File: config.mk
export PLATFORM = sky130hd
export DESIGN_NAME = wdu_watchdog
export DESIGN_NICKNAME = d
export VERILOG_FILES = /design/src/wdu_pkg.sv /design/src/wdu_sfr_if.sv /design/src/wdu_prescaler.sv /design/src/wdu_keylock.sv /design/src/wdu_watchdog.sv
export SDC_FILE = /design/constraint.sdc
export NUM_CORES = 1
export LEC_CHECK = 0
export BUFFER_PORTS_ARGS = -buffer_cell sky130_fd_sc_hd__buf_2
export CORE_MARGIN = 2
export CORE_UTILIZATION = 35
export DETAILED_ROUTE_END_ITERATION = 7
export HOLD_SLACK_MARGIN = 0.05
export SYNTH_ARGS = -nofsm -noshare
export SYNTH_HDL_FRONTEND = slang
export SYNTH_HIERARCHICAL = 1
export SYNTH_SLANG_ARGS = --single-unit
File: constraint.sdc
create_clock -name clk_i -period 3.1 [get_ports clk_i]
set_input_delay 0.62 -clock clk_i [delete_from_list [all_inputs] [get_ports clk_i]]
set_output_delay 0.62 -clock clk_i [all_outputs]
set_load 0.05 [all_outputs]
File: src/wdu_pkg.sv
/*
 * Shared constants for the watchdog unit: register addresses, field
 * positions, reset values, key bytes, timing figures and the unlock states.
 * Assumes an 8-bit special-function-register space with byte addresses.
 */
package wdu_pkg;
	localparam logic [7:0] ADDR_RESET_CAUSE = 8'hA1;
	localparam logic [7:0] ADDR_CONTROL = 8'hB6;
	localparam logic [7:0] ADDR_REFRESH = 8'hB7;
	localparam logic [7:0] ADDR_ACCESS_KEY = 8'hF7;
	localparam logic [7:0] ADDR_IRQ_REQ = 8'h97;

	localparam int CTRL_ACTION_BIT = 6;
	localparam int CTRL_ENABLE_BIT = 5;
	localparam int CTRL_DIV_LSB = 0;
	localparam int CTRL_DIV_W = 4;
	localparam logic [7:0] CTRL_RST = 8'h04;

	localparam int CAUSE_POR_BIT = 0;
	localparam int CAUSE_LVR_BIT = 1;
	localparam int CAUSE_SWR_BIT = 2;
	localparam int CAUSE_DOG_BIT = 3;
	localparam int CAUSE_PDR_BIT = 4;
	localparam int CAUSE_W = 5;
	localparam logic [7:0] CAUSE_RST = 8'h00;

	localparam int IRQ_FLAG_BIT = 1;
	localparam logic [7:0] IRQ_RST = 8'h00;

	localparam logic [7:0] REFRESH_KEY = 8'h55;
	localparam logic [7:0] TA_KEY1 = 8'h55;
	localparam logic [7:0] TA_KEY2 = 8'hAA;
	localparam logic [7:0] TA_KEY3 = 8'h5A;

	localparam int COUNT_W = 8;
	localparam int TIMEOUT_TICKS = 256;
	localparam int OSC_KHZ = 250;
	localparam int CLK_KHZ = 50000;
	localparam int OSC_PERIOD_NS = 1000000 / OSC_KHZ;
	localparam int CLK_PERIOD_NS = 1000000 / CLK_KHZ;
	localparam int OSC_CYCLES = OSC_PERIOD_NS / CLK_PERIOD_NS;
	localparam int MIN_OSC_CYCLES = 4;

	typedef enum logic [1:0]
	{
		TA_IDLE = 2'b00,
		TA_GOT1 = 2'b01,
		TA_GOT2 = 2'b10,
		TA_OPEN = 2'b11
	} wdu_ta_state_t;
endpackage

File: src/wdu_sfr_if.sv
/*
 * Internal write port of the register space, shared by the watchdog core
 * and its unlock sequencer. Assumes one clock for both ends.
 */
interface wdu_sfr_if;
	logic we;
	logic [7:0] addr;
	logic [7:0] wdata;
	modport src (output we, output addr, output wdata);
	modport snk (input we, input addr, input wdata);
endinterface

File: src/wdu_prescaler.sv
/*
 * Power-of-two divider of the oscillator ticks, giving the counting tick.
 * Assumes osc_tick_i is a one-cycle pulse per oscillator period.
 */
module wdu_prescaler
	import wdu_pkg::*;
#(
	parameter int DIV_W = CTRL_DIV_W,
	parameter int PRE_W = 15
)
(
	input wire logic clk_i,
	input wire logic rstn_i,
	input wire logic clear_i,
	input wire logic osc_tick_i,
	input wire logic [DIV_W-1:0] sel_i,
	output logic tick_o
);
	logic [PRE_W-1:0] pre_reg;
	logic [PRE_W-1:0] mask;

	if (PRE_W < (2 ** DIV_W) - 1)
	begin : g_check
		$error("prescaler too narrow for divider field");
	end

	// low sel_i bits set: tick every 2**sel_i oscillator ticks
	for (genvar i = 0; i < PRE_W; i++)
	begin : g_mask
		assign mask[i] = (i < int'(sel_i));
	end

	always_ff @(posedge clk_i)
	begin
		if (!rstn_i || clear_i)
			pre_reg <= '0;
		else if (osc_tick_i)
			pre_reg <= pre_reg + PRE_W'(1);
	end

	assign tick_o = osc_tick_i && ((pre_reg & mask) == mask);
endmodule

File: src/wdu_keylock.sv
/*
 * Timed-access sequencer: three key bytes in a row open write permission
 * to the control register once. Assumes write strobes last one cycle.
 */
module wdu_keylock
	import wdu_pkg::*;
(
	input wire logic clk_i,
	input wire logic rstn_i,
	input wire logic clear_i,
	wdu_sfr_if.snk bus,
	output logic open_o
);
	wdu_ta_state_t state_reg;
	wdu_ta_state_t state_next;
	logic key_wr;

	assign key_wr = bus.we && (bus.addr == ADDR_ACCESS_KEY);

	always_comb
	begin
		state_next = state_reg;
		if (key_wr)
		begin
			case (state_reg)
				TA_GOT1:
					state_next = (bus.wdata == TA_KEY2) ? TA_GOT2 :
						(bus.wdata == TA_KEY1) ? TA_GOT1 : TA_IDLE;
				TA_GOT2:
					state_next = (bus.wdata == TA_KEY3) ? TA_OPEN :
						(bus.wdata == TA_KEY1) ? TA_GOT1 : TA_IDLE;
				default:
					state_next = (bus.wdata == TA_KEY1) ? TA_GOT1 : TA_IDLE;
			endcase
		end
		else if (bus.we && bus.addr == ADDR_CONTROL && state_reg == TA_OPEN)
			state_next = TA_IDLE;
	end

	always_ff @(posedge clk_i)
	begin
		if (!rstn_i || clear_i)
			state_reg <= TA_IDLE;
		else
			state_reg <= state_next;
	end

	assign open_o = (state_reg == TA_OPEN);

	property p_close_after_write;
		@(posedge clk_i) disable iff (!rstn_i)
		(open_o && bus.we && bus.addr == ADDR_CONTROL) |=> !open_o;
	endproperty
	a_close_after_write: assert property (p_close_after_write)
		else $error("write permission stayed open after control write");

	property p_open_needs_key3;
		@(posedge clk_i) disable iff (!rstn_i)
		$rose(open_o) |-> ($past(key_wr) && $past(bus.wdata) == TA_KEY3
			&& $past(state_reg) == TA_GOT2);
	endproperty
	a_open_needs_key3: assert property (p_open_needs_key3)
		else $error("write permission opened without full key sequence");
endmodule

File: src/wdu_watchdog.sv
/*
 * Watchdog core: 8-bit time-out counter on a divided oscillator tick,
 * control, refresh, timed-access, reset-cause and interrupt-request
 * registers on the special-function-register port.
 * Assumes clk_i is never gated (the CPU clock may stop, this one does not),
 * osc_i is the free-running oscillator level, and the surrounding reset
 * logic acts on wdt_rst_o and reports its other reset sources as pulses.
 */
// What this block does
// - 8-bit counter, overflow requests MCU reset
// - counts from free-running oscillator, also in sleep
// - tick is oscillator over two power select
// - select 0000 divides 1, 1111 divides 32768
// - control register resets to 04h
// - external reset disables, loads reset values into all registers
// - disable option sampled each reset overrides enable
// - enable with option clear starts counting
// - any MCU reset clears software enable
// - once counting, software cannot stop it
// - writing 55h to refresh clears counter
// - reset-mode overflow sets flag, then resets
// - reset flag survives watchdog reset
// - control writable only after 55h AAh 5Ah
// - action bit picks reset or interrupt
// - control: action bit6, enable bit5, divider
// - reset cause flags bits 4..0, reset 00h
// - interrupt mode sets request flag bit 1
module wdu_watchdog
	import wdu_pkg::*;
(
	input wire logic clk_i,
	input wire logic rstn_i,
	input wire logic osc_i,
	input wire logic option_disable_i,
	input wire logic mcu_rst_i,
	input wire logic powerdown_evt_i,
	input wire logic software_rst_evt_i,
	input wire logic low_voltage_evt_i,
	input wire logic power_on_evt_i,
	input wire logic [7:0] sfr_addr_i,
	input wire logic [7:0] sfr_wdata_i,
	input wire logic sfr_we_i,
	input wire logic sfr_re_i,
	output logic [7:0] sfr_rdata_o,
	output logic wdt_rst_o,
	output logic timeout_irq_o,
	output logic running_o
);
	wdu_sfr_if sfr ();

	logic osc_s1_reg;
	logic osc_s2_reg;
	logic osc_s3_reg;
	logic osc_tick;
	logic divided_count_clock;
	logic ta_open;
	logic int_reset;
	logic running;
	logic overflow;
	logic wr_ctrl;
	logic wr_ctrl_locked;
	logic wr_refresh;
	logic wr_cause;
	logic wr_irq;
	logic option_disable_reg;
	logic overflow_action_reg;
	logic software_enable_reg;
	logic [CTRL_DIV_W-1:0] divider_select_reg;
	logic [COUNT_W-1:0] count_reg;
	logic [CAUSE_W-1:0] cause_reg;
	logic [CAUSE_W-1:0] cause_next;
	logic timeout_irq_flag_reg;
	logic dog_rst_reg;
	logic [7:0] rdata_reg;
	logic [7:0] ctrl_view;

	if (OSC_CYCLES < MIN_OSC_CYCLES)
	begin : g_check
		$error("system clock too slow to sample the oscillator");
	end
	if (TIMEOUT_TICKS != 2 ** COUNT_W)
	begin : g_check_cnt
		$error("counter width does not match the time-out");
	end

	assign sfr.we = sfr_we_i;
	assign sfr.addr = sfr_addr_i;
	assign sfr.wdata = sfr_wdata_i;

	// oscillator level into clk_i domain; only stage 2 and 3 are looked at
	always_ff @(posedge clk_i)
	begin
		if (!rstn_i)
		begin
			osc_s1_reg <= 1'b0;
			osc_s2_reg <= 1'b0;
			osc_s3_reg <= 1'b0;
		end
		else
		begin
			osc_s1_reg <= osc_i;
			osc_s2_reg <= osc_s1_reg;
			osc_s3_reg <= osc_s2_reg;
		end
	end

	assign osc_tick = osc_s2_reg && !osc_s3_reg;

	// the watchdog's own reset request and any other MCU reset
	assign int_reset = mcu_rst_i || dog_rst_reg;

	wdu_keylock u_keylock
	(
		.clk_i(clk_i),
		.rstn_i(rstn_i),
		.clear_i(int_reset),
		.bus(sfr),
		.open_o(ta_open)
	);

	assign wr_ctrl = sfr_we_i && (sfr_addr_i == ADDR_CONTROL) && ta_open;
	assign wr_ctrl_locked = sfr_we_i && (sfr_addr_i == ADDR_CONTROL)
		&& !ta_open;
	assign wr_refresh = sfr_we_i && (sfr_addr_i == ADDR_REFRESH)
		&& (sfr_wdata_i == REFRESH_KEY);
	assign wr_cause = sfr_we_i && (sfr_addr_i == ADDR_RESET_CAUSE);
	assign wr_irq = sfr_we_i && (sfr_addr_i == ADDR_IRQ_REQ);

	// disable option caught at every reset, held until the next one
	always_ff @(posedge clk_i)
	begin
		if (!rstn_i || int_reset)
			option_disable_reg <= option_disable_i;
	end

	assign running = software_enable_reg && !option_disable_reg;

	// control register
	always_ff @(posedge clk_i)
	begin
		if (!rstn_i || int_reset)
		begin
			overflow_action_reg <= CTRL_RST[CTRL_ACTION_BIT];
			software_enable_reg <= CTRL_RST[CTRL_ENABLE_BIT];
			divider_select_reg <= CTRL_RST[CTRL_DIV_LSB +: CTRL_DIV_W];
		end
		else if (wr_ctrl)
		begin
			overflow_action_reg <= sfr_wdata_i[CTRL_ACTION_BIT];
			// a running watchdog keeps its enable
			software_enable_reg <= sfr_wdata_i[CTRL_ENABLE_BIT]
				|| running;
			divider_select_reg <= sfr_wdata_i[CTRL_DIV_LSB +: CTRL_DIV_W];
		end
	end

	wdu_prescaler #(
		.DIV_W(CTRL_DIV_W),
		.PRE_W(15)
	) u_prescaler
	(
		.clk_i(clk_i),
		.rstn_i(rstn_i),
		.clear_i(!running || wr_refresh || int_reset),
		.osc_tick_i(osc_tick),
		.sel_i(divider_select_reg),
		.tick_o(divided_count_clock)
	);

	// refresh beats a coincident overflow
	assign overflow = running && divided_count_clock && !wr_refresh
		&& (count_reg == '1);

	always_ff @(posedge clk_i)
	begin
		if (!rstn_i || int_reset || !running || wr_refresh)
			count_reg <= '0;
		else if (divided_count_clock)
			count_reg <= count_reg + COUNT_W'(1);
	end

	// one-cycle reset request, set on the same edge as the flag
	always_ff @(posedge clk_i)
	begin
		if (!rstn_i)
			dog_rst_reg <= 1'b0;
		else
			dog_rst_reg <= overflow && !overflow_action_reg;
	end

	// reset cause flags: software write loads the written value, hardware events set
	always_comb
	begin
		cause_next = cause_reg;
		if (wr_cause)
			cause_next = sfr_wdata_i[CAUSE_W-1:0];
		if (overflow && !overflow_action_reg)
			cause_next[CAUSE_DOG_BIT] = 1'b1;
		if (powerdown_evt_i)
			cause_next[CAUSE_PDR_BIT] = 1'b1;
		if (software_rst_evt_i)
			cause_next[CAUSE_SWR_BIT] = 1'b1;
		if (low_voltage_evt_i)
			cause_next[CAUSE_LVR_BIT] = 1'b1;
		if (power_on_evt_i)
			cause_next[CAUSE_POR_BIT] = 1'b1;
	end

	// not touched by int_reset, so the cause is readable afterwards
	always_ff @(posedge clk_i)
	begin
		if (!rstn_i)
			cause_reg <= CAUSE_RST[CAUSE_W-1:0];
		else
			cause_reg <= cause_next;
	end

	always_ff @(posedge clk_i)
	begin
		if (!rstn_i)
			timeout_irq_flag_reg <= IRQ_RST[IRQ_FLAG_BIT];
		else if (overflow && overflow_action_reg)
			timeout_irq_flag_reg <= 1'b1;
		else if (int_reset)
			timeout_irq_flag_reg <= IRQ_RST[IRQ_FLAG_BIT];
		else if (wr_irq)
			timeout_irq_flag_reg <= sfr_wdata_i[IRQ_FLAG_BIT];
	end

	assign ctrl_view = {1'b0, overflow_action_reg, software_enable_reg, 1'b0,
		divider_select_reg};

	// read data registered; key registers and unmapped addresses read zero
	always_ff @(posedge clk_i)
	begin
		if (!rstn_i)
			rdata_reg <= 8'h00;
		else if (sfr_re_i)
		begin
			case (sfr_addr_i)
				ADDR_CONTROL:
					rdata_reg <= ctrl_view;
				ADDR_RESET_CAUSE:
					rdata_reg <= {3'h0, cause_reg};
				ADDR_IRQ_REQ:
					rdata_reg <= {6'h00, timeout_irq_flag_reg, 1'b0};
				default:
					rdata_reg <= 8'h00;
			endcase
		end
	end

	assign sfr_rdata_o = rdata_reg;
	assign wdt_rst_o = dog_rst_reg;
	assign timeout_irq_o = timeout_irq_flag_reg;
	assign running_o = running;

	property p_refresh_clears;
		@(posedge clk_i) disable iff (!rstn_i)
		(running && wr_refresh) |=> (count_reg == '0) ##1 !dog_rst_reg;
	endproperty
	a_refresh_clears: assert property (p_refresh_clears)
		else $error("refresh did not clear the counter");

	property p_reset_mode_overflow;
		@(posedge clk_i) disable iff (!rstn_i)
		(overflow && !overflow_action_reg) |=>
			(cause_reg[CAUSE_DOG_BIT] && wdt_rst_o) ##1 !software_enable_reg;
	endproperty
	a_reset_mode_overflow: assert property (p_reset_mode_overflow)
		else $error("reset-mode overflow did not flag and reset");

	property p_irq_mode_overflow;
		@(posedge clk_i) disable iff (!rstn_i)
		(overflow && overflow_action_reg) |=> (timeout_irq_o && !wdt_rst_o);
	endproperty
	a_irq_mode_overflow: assert property (p_irq_mode_overflow)
		else $error("interrupt-mode overflow handled wrongly");

	property p_locked_write_ignored;
		@(posedge clk_i) disable iff (!rstn_i)
		(wr_ctrl_locked && !int_reset) |=> $stable(ctrl_view);
	endproperty
	a_locked_write_ignored: assert property (p_locked_write_ignored)
		else $error("control register changed without unlock");

	property p_option_blocks;
		@(posedge clk_i) disable iff (!rstn_i)
		option_disable_reg |-> (!running && count_reg == '0 && !wdt_rst_o);
	endproperty
	a_option_blocks: assert property (p_option_blocks)
		else $error("watchdog ran with disable option set");

	property p_cannot_stop;
		@(posedge clk_i) disable iff (!rstn_i)
		(running && !int_reset) |=> running;
	endproperty
	a_cannot_stop: assert property (p_cannot_stop)
		else $error("running watchdog stopped without reset");

	property p_reset_clears_enable;
		@(posedge clk_i) disable iff (!rstn_i)
		int_reset |=> (!software_enable_reg && ctrl_view == CTRL_RST);
	endproperty
	a_reset_clears_enable: assert property (p_reset_clears_enable)
		else $error("enable survived an MCU reset");

	property p_counts_on_tick;
		@(posedge clk_i) disable iff (!rstn_i)
		(running && !divided_count_clock && !wr_refresh && !int_reset)
			|=> $stable(count_reg);
	endproperty
	a_counts_on_tick: assert property (p_counts_on_tick)
		else $error("counter moved without a counting tick");

	property p_count_step;
		@(posedge clk_i) disable iff (!rstn_i)
		(running && divided_count_clock && !wr_refresh && !int_reset)
			|=> count_reg == $past(count_reg) + COUNT_W'(1);
	endproperty
	a_count_step: assert property (p_count_step)
		else $error("counter did not advance by one");

	property p_ext_reset_values;
		@(posedge clk_i) disable iff (!rstn_i)
		$rose(rstn_i) |-> (ctrl_view == CTRL_RST && cause_reg == '0
			&& !timeout_irq_o && !running);
	endproperty
	a_ext_reset_values: assert property (p_ext_reset_values)
		else $error("registers wrong after external reset");

	property p_flag_survives;
		@(posedge clk_i) disable iff (!rstn_i)
		(wdt_rst_o && !wr_cause) |=> cause_reg[CAUSE_DOG_BIT];
	endproperty
	a_flag_survives: assert property (p_flag_survives)
		else $error("watchdog reset flag lost at its own reset");

	property p_cause_read;
		@(posedge clk_i) disable iff (!rstn_i)
		(sfr_re_i && sfr_addr_i == ADDR_RESET_CAUSE) |=>
			(sfr_rdata_o[7:5] == 3'h0
			&& sfr_rdata_o[4:0] == $past(cause_reg));
	endproperty
	a_cause_read: assert property (p_cause_read)
		else $error("reset cause read returned wrong value");
endmodule

Yosys cells after proc, flatten, opt, wreduce, memory -nomap -nowiden
Index checks and enable logic that the tools add are counted.

Bits in registers: 50. Input bits: 27. Output and inout port bits: 11.

Add/sub/neg operators: 2. Magnitude comparators: 15. Eq/ne operators: 13. Mux-type cells: 16. Bitwise gates (word level): 1. Reductions and logical operators: 36.

Operators by type and width (number): $eq A8 B8 Y1 const B (7); $lt A4 B4 Y1 const A (7); $pmux W7 S3 (1); $eq A8 B7 Y1 const B (2); $lt A3 B4 Y1 const A (4); $add A15 B1 Y15 const B (1); $and A15 B15 Y15 (1); $eq A15 B15 Y1 (1); $logic_and A1 B1 Y1 (15); $reduce_bool A2 Y1 (6); $mux W1 (9); $add A8 B1 Y8 const B (1); $logic_or A1 B1 Y1 (8); $lt A1 B4 Y1 const A (2); $lt A2 B4 Y1 const A (2); $mux W2 (4); $logic_not A1 Y1 (6); $mux W5 (1); $eq A2 B2 Y1 const B (2); $pmux W2 S2 (1); $reduce_bool A3 Y1 (1); $eq A2 B1 Y1 const B (1).

Depth between registers and ports, before layout
Word-level depth: 9. Gate-level depth with buffers: 10. Depth with buffers taken out: 8.

Cells and area by module
The synthesis kept the hierarchy.

Modules (own cells, without submodules): wdu_watchdog (instances 1, cells an instance 159, area an instance 1493.9 um^2); wdu_prescaler (instances 1, cells an instance 103, area an instance 845.8 um^2); wdu_keylock (instances 1, cells an instance 31, area an instance 254.0 um^2).

Least setup slack after synthesis
No wires, ideal clock.

Path kind: reg2reg. Start: reg divider_select_reg[2]. End: reg cause_reg[3]. Library setup time: 0.101 ns. Data arrival time: 2.239 ns. Required time: 2.999 ns. Setup slack: 0.760 ns. Stages on the path, launching flop included: 11. Buffers on the path: 2. Period minus slack after synthesis: 2.340 ns. Cells stage by stage: dfxtp_1 clkbuf_1 nor4b_1 a311oi_1 o41ai_1 o2111a_1 buf_2 nand4_1 nor2_1 nand4_1 o41ai_1.

Longest elaborated chain between the ends: 9.

Ends and longest elaborated chain: start: declaration (line wdu_watchdog.sv:68) `logic [CTRL_DIV_W-1:0] divider_select_reg;`; start signal: assignment (line wdu_watchdog.sv:145) `divider_select_reg <= CTRL_RST[CTRL_DIV_LSB +: CTRL_DIV_W];`; start signal: assignment (line wdu_watchdog.sv:153) `divider_select_reg <= sfr_wdata_i[CTRL_DIV_LSB +: CTRL_DIV_W];`; $lt A1 B4 Y1 (tied with other cells) (line wdu_prescaler.sv:30) `assign mask[i] = (i < int'(sel_i));`; $and A15 B15 Y15 (line wdu_prescaler.sv:41) `assign tick_o = osc_tick_i && ((pre_reg & mask) == mask);`; $eq A15 B15 Y1 (*) (line wdu_prescaler.sv:41); $logic_and A1 B1 Y1 (*) (line wdu_prescaler.sv:41); net divided_count_clock (line wdu_watchdog.sv:55) `logic divided_count_clock;`; $logic_and A1 B1 Y1 (*) (2 in a row) (line wdu_watchdog.sv:171) `assign overflow = running && divided_count_clock && !wr_refresh`; $logic_and A1 B1 Y1 (*) (line wdu_watchdog.sv:172) `&& (count_reg == '1);`; $logic_and A1 B1 Y1 (*) (line wdu_watchdog.sv:197) `if (overflow && !overflow_action_reg)`; $mux W1 / $reduce_bool A2 Y1 (equally long branches); end signal: assignment (line wdu_watchdog.sv:213) `cause_reg <= CAUSE_RST[CAUSE_W-1:0];`; end signal: assignment (line wdu_watchdog.sv:215) `cause_reg <= cause_next;`; end: declaration (line wdu_watchdog.sv:70) `logic [CAUSE_W-1:0] cause_reg;`.

The timed path passes the listed nets; every way through them passes the cells marked *. A chain may end at the register's enable or synchronous reset.

Worst setup path in the final report
Ends and elaborated chain as after synthesis.

==> reports/results.tsv <==
stage	metric	value	unit
clocking	clock_sinks	49	
timing	setup-tns-final	0	ns
pwr	p_per_area	407	mW/mm^2
timing	rsz0062_at_grt	false	
clocking	clk_pin_slew_worst_paths	0.10	ns
timing	finalSetupViolations	0	
detailed_routing	wire_per_inst	14.2	um
global_route	antenna_found_initial	0	
synth	async_flop_share	0	%
die	dieWidth	90.1	um
global_route	grt_pass1_vias	2087	
synth	synth_xor_area_share	6.42	%
detailed_routing	vias	2256	
timing	worst_slew_pin_slew	0.593	ns
cells_and_area	largest_reg_flops	15	
synth	yosys.area_share.simple	32.4	%
setup_path	crit_path_top_delay_cell	dfxtp_1	
clocking	clock_path_buffers	2	
placement	port_buffers	36	
global_route	grt_usage	15.2	%
clocking	hold_buffers	0	
placement	dp_hpwl	4.55	mm
setup_path	crit_path_cell_trace	nor4b_1 -> a311oi_1 -> o41ai_1 -> o2111a_1 -> nand4_1 -> nor2_1 -> nand4_1 -> o41ai_1	
pwr	vdd_ir_drop_max	195	uV
global_route	busiest_layer	met2	
job	max_cap_violations	0	
timing	fin_ws	0.525	ns
timing	fin_crit_sh	83.1	%
synth	syn_nets	325	
synth	syn_inst	293	
setup_path	worstPathArrival	2.80	ns
cells_and_area	drive_gt1_share	18.2	%
die	dieArea	0.00812	sq mm
timing	period_minus_slack	2.58	ns
cells_and_area	syn_to_final_growth	15.0	%
detailed_routing	drc	0	
die	io_pins	38	
clocking	cts_root_buf	clkbuf_8	
synth	synth-compound-area-share	13.6	%
timing	finalMaxSlewViolations	0	
setup_path	crit_required	3.32	ns
detailed_routing	firstDrtPassIters	4	
status	status	finished, final reports clean	
die	die_h	90.1	um
timing	max_slew_margin	60.1	%
global_route	met3_usage	2.93	%
cells_and_area	num_antenna_cells	0	
global_route	use_met2	25.2	%
timing	finClkSkew	0.0150	ns
pwr	p_leak	1.03	nW
synth	syn-cell-area	0.00259	sq mm
timing	hold_violations	0	
global_route	grtUsageMet1	20.4	%
clocking	cts_resized	0	
global_route	grt_max_degree	23	
placement	dp.cells	421	
clocking	cts_setup_buffers	0	
die	core.rowCount	31	
setup_path	crit_type	flip-flop to flip-flop	
die	coreArea	0.00721	sq mm
synth	ys_ff_latch	49	
synth	synth_area_per_cell	8.85	sq um
cells_and_area	fin_cells	429	
detailed_routing	viasPerCell	5.26	
placement	dp_worst_setup_slack	0.567	ns
setup_path	crit_path_end_kind	flip-flop	
die	initial_utilization	36.0	%
clocking	cts_inserted_buffers	5	
synth	yosys_warnings	6	
synth	synthMuxAreaShare	3.57	%
cells_and_area	layout_common_cells	dfxtp_1 (48), nor2_1 (38), buf_2 (36)	
global_route	grt_pass1_wl	10.2	mm
setup_path	start_kind	flip-flop	
global_route	gr-total-overflow	0	
detailed_routing	drt-initial-drc-count	114	
detailed_routing	wl	6.09	mm
setup_path	max_stage_delay	0.53	ns
synth	synth_flop_cell	dfxtp_1	
synth	synth_edf_count	1	
detailed_routing	antenna_left	0	
cells_and_area	finalNetCount	361	
clocking	worstSkewPairLatency	0.31	ns
synth	ys_seq_area_share	38.2	%
synth	synthAdderAreaFrac	2.41	%
setup_path	cp_max_fo	11	
clocking	cts_tree	yes	
clocking	cts-htree-levels	2	
synth	synth_top_family_by_area	simple AND/OR/NAND/NOR gates	
cells_and_area	mostFrequentLayoutCell	dfxtp_1	
synth	yosys.cell_types.count	60	
hold_path	min_path_type	flip-flop to flip-flop	
timing	fmax	388	MHz
placement	gp_congestion	0.785	
-- final timing paths --
kind,start,end,slack [ns],cells after the start
setup / recovery,divider_select_reg[2],cause_reg[3],0.52,8
hold reg to reg,osc_s1_reg,osc_s2_reg,0.44,1
hold / removal,osc_s1_reg,osc_s2_reg,0.44,1
setup reg to reg,divider_select_reg[2],cause_reg[3],0.52,8
-- Yosys cell counts, types with 4 or more instances --
master     n  share of area (%)
o21ai_0   11                2.1
inv_1     12                1.7
nor2_1    38                5.5
mux2i_1    7                2.7
clkbuf_1   5               0.72
nand2_1   29                4.2
ha_1       5                2.4
o311a_1    4                1.5
nor2b_1    4               0.96
xor2_1     5                1.7
a21boi_0   6                1.7
xnor2_1   14                4.7
nand3_1    9                1.7
nor4_1     4               0.96
nor3_1     7                1.4
nand4_1    9                2.2
a21oi_1    9                1.7
dfxtp_1   48                 37
and2_1     6                1.4
-- critical path, delay by kind of cell (launching register included) --
kind | cells | cell delay (ns)
and+or+nand+nor | 4 | 0.84
AOI/OAI and AO/OA | 4 | 1.11
DFF | 1 | 0.53
-- through the flow --
step	instance area [sq um]	power, W	utilization (%)	hold WS [ns]
after global placement	2870	0.000746	39.7	0.414
after CTS	2980	0.00123	41.3	0.443
after detailed placement	2870	0.000747	39.7	0.420
after floorplan	2590	0.000705	-	0.412
final	2980	0.00121	41.3	0.439
after global routing	2980	0.00126	41.3	0.462
-- where the power goes --
group | switching [W] | internal (W) | total, W | leakage [nW]
sequential | 0.00000408 | 0.000640 | 0.000644 | 0.399
combinational | 0.0000550 | 0.0000334 | 0.0000883 | 0.570
clock | 0.000236 | 0.000246 | 0.000482 | 0.0591
total | 0.000295 | 0.000920 | 0.00121 | 1.03
-- per-layer routing --
metal / up-vias / part of all wire (%)
met2: 52 / 48
met1: 1063 / 47
met5: - / 0
met4: 0 / 1.0
met3: 7 / 4.0
li1: 1134 / -
-- cells by family (layout without fill, tap and decap cells) --
family	count (synthesis)	count (layout)
AND/OR/NAND/NOR	140	140
XOR/XNOR	19	19
multiplexers	9	9
adder cells (fa/ha/maj)	5	5
other	1	1
flip-flops	49	49
AO/OA/AOI/OAI	50	50
buffers and inverters	20	57
-- cell type report --
type	instances	area, sq um
fill	764	4230
multi-input combinational	224	1520
sequential	49	991
timing repair buffer	37	188
tap	99	124
clock buffer	5	68.8
clock inverter	3	47.5
inverter	12	45.0
Power figures use the tool's default switching activity.
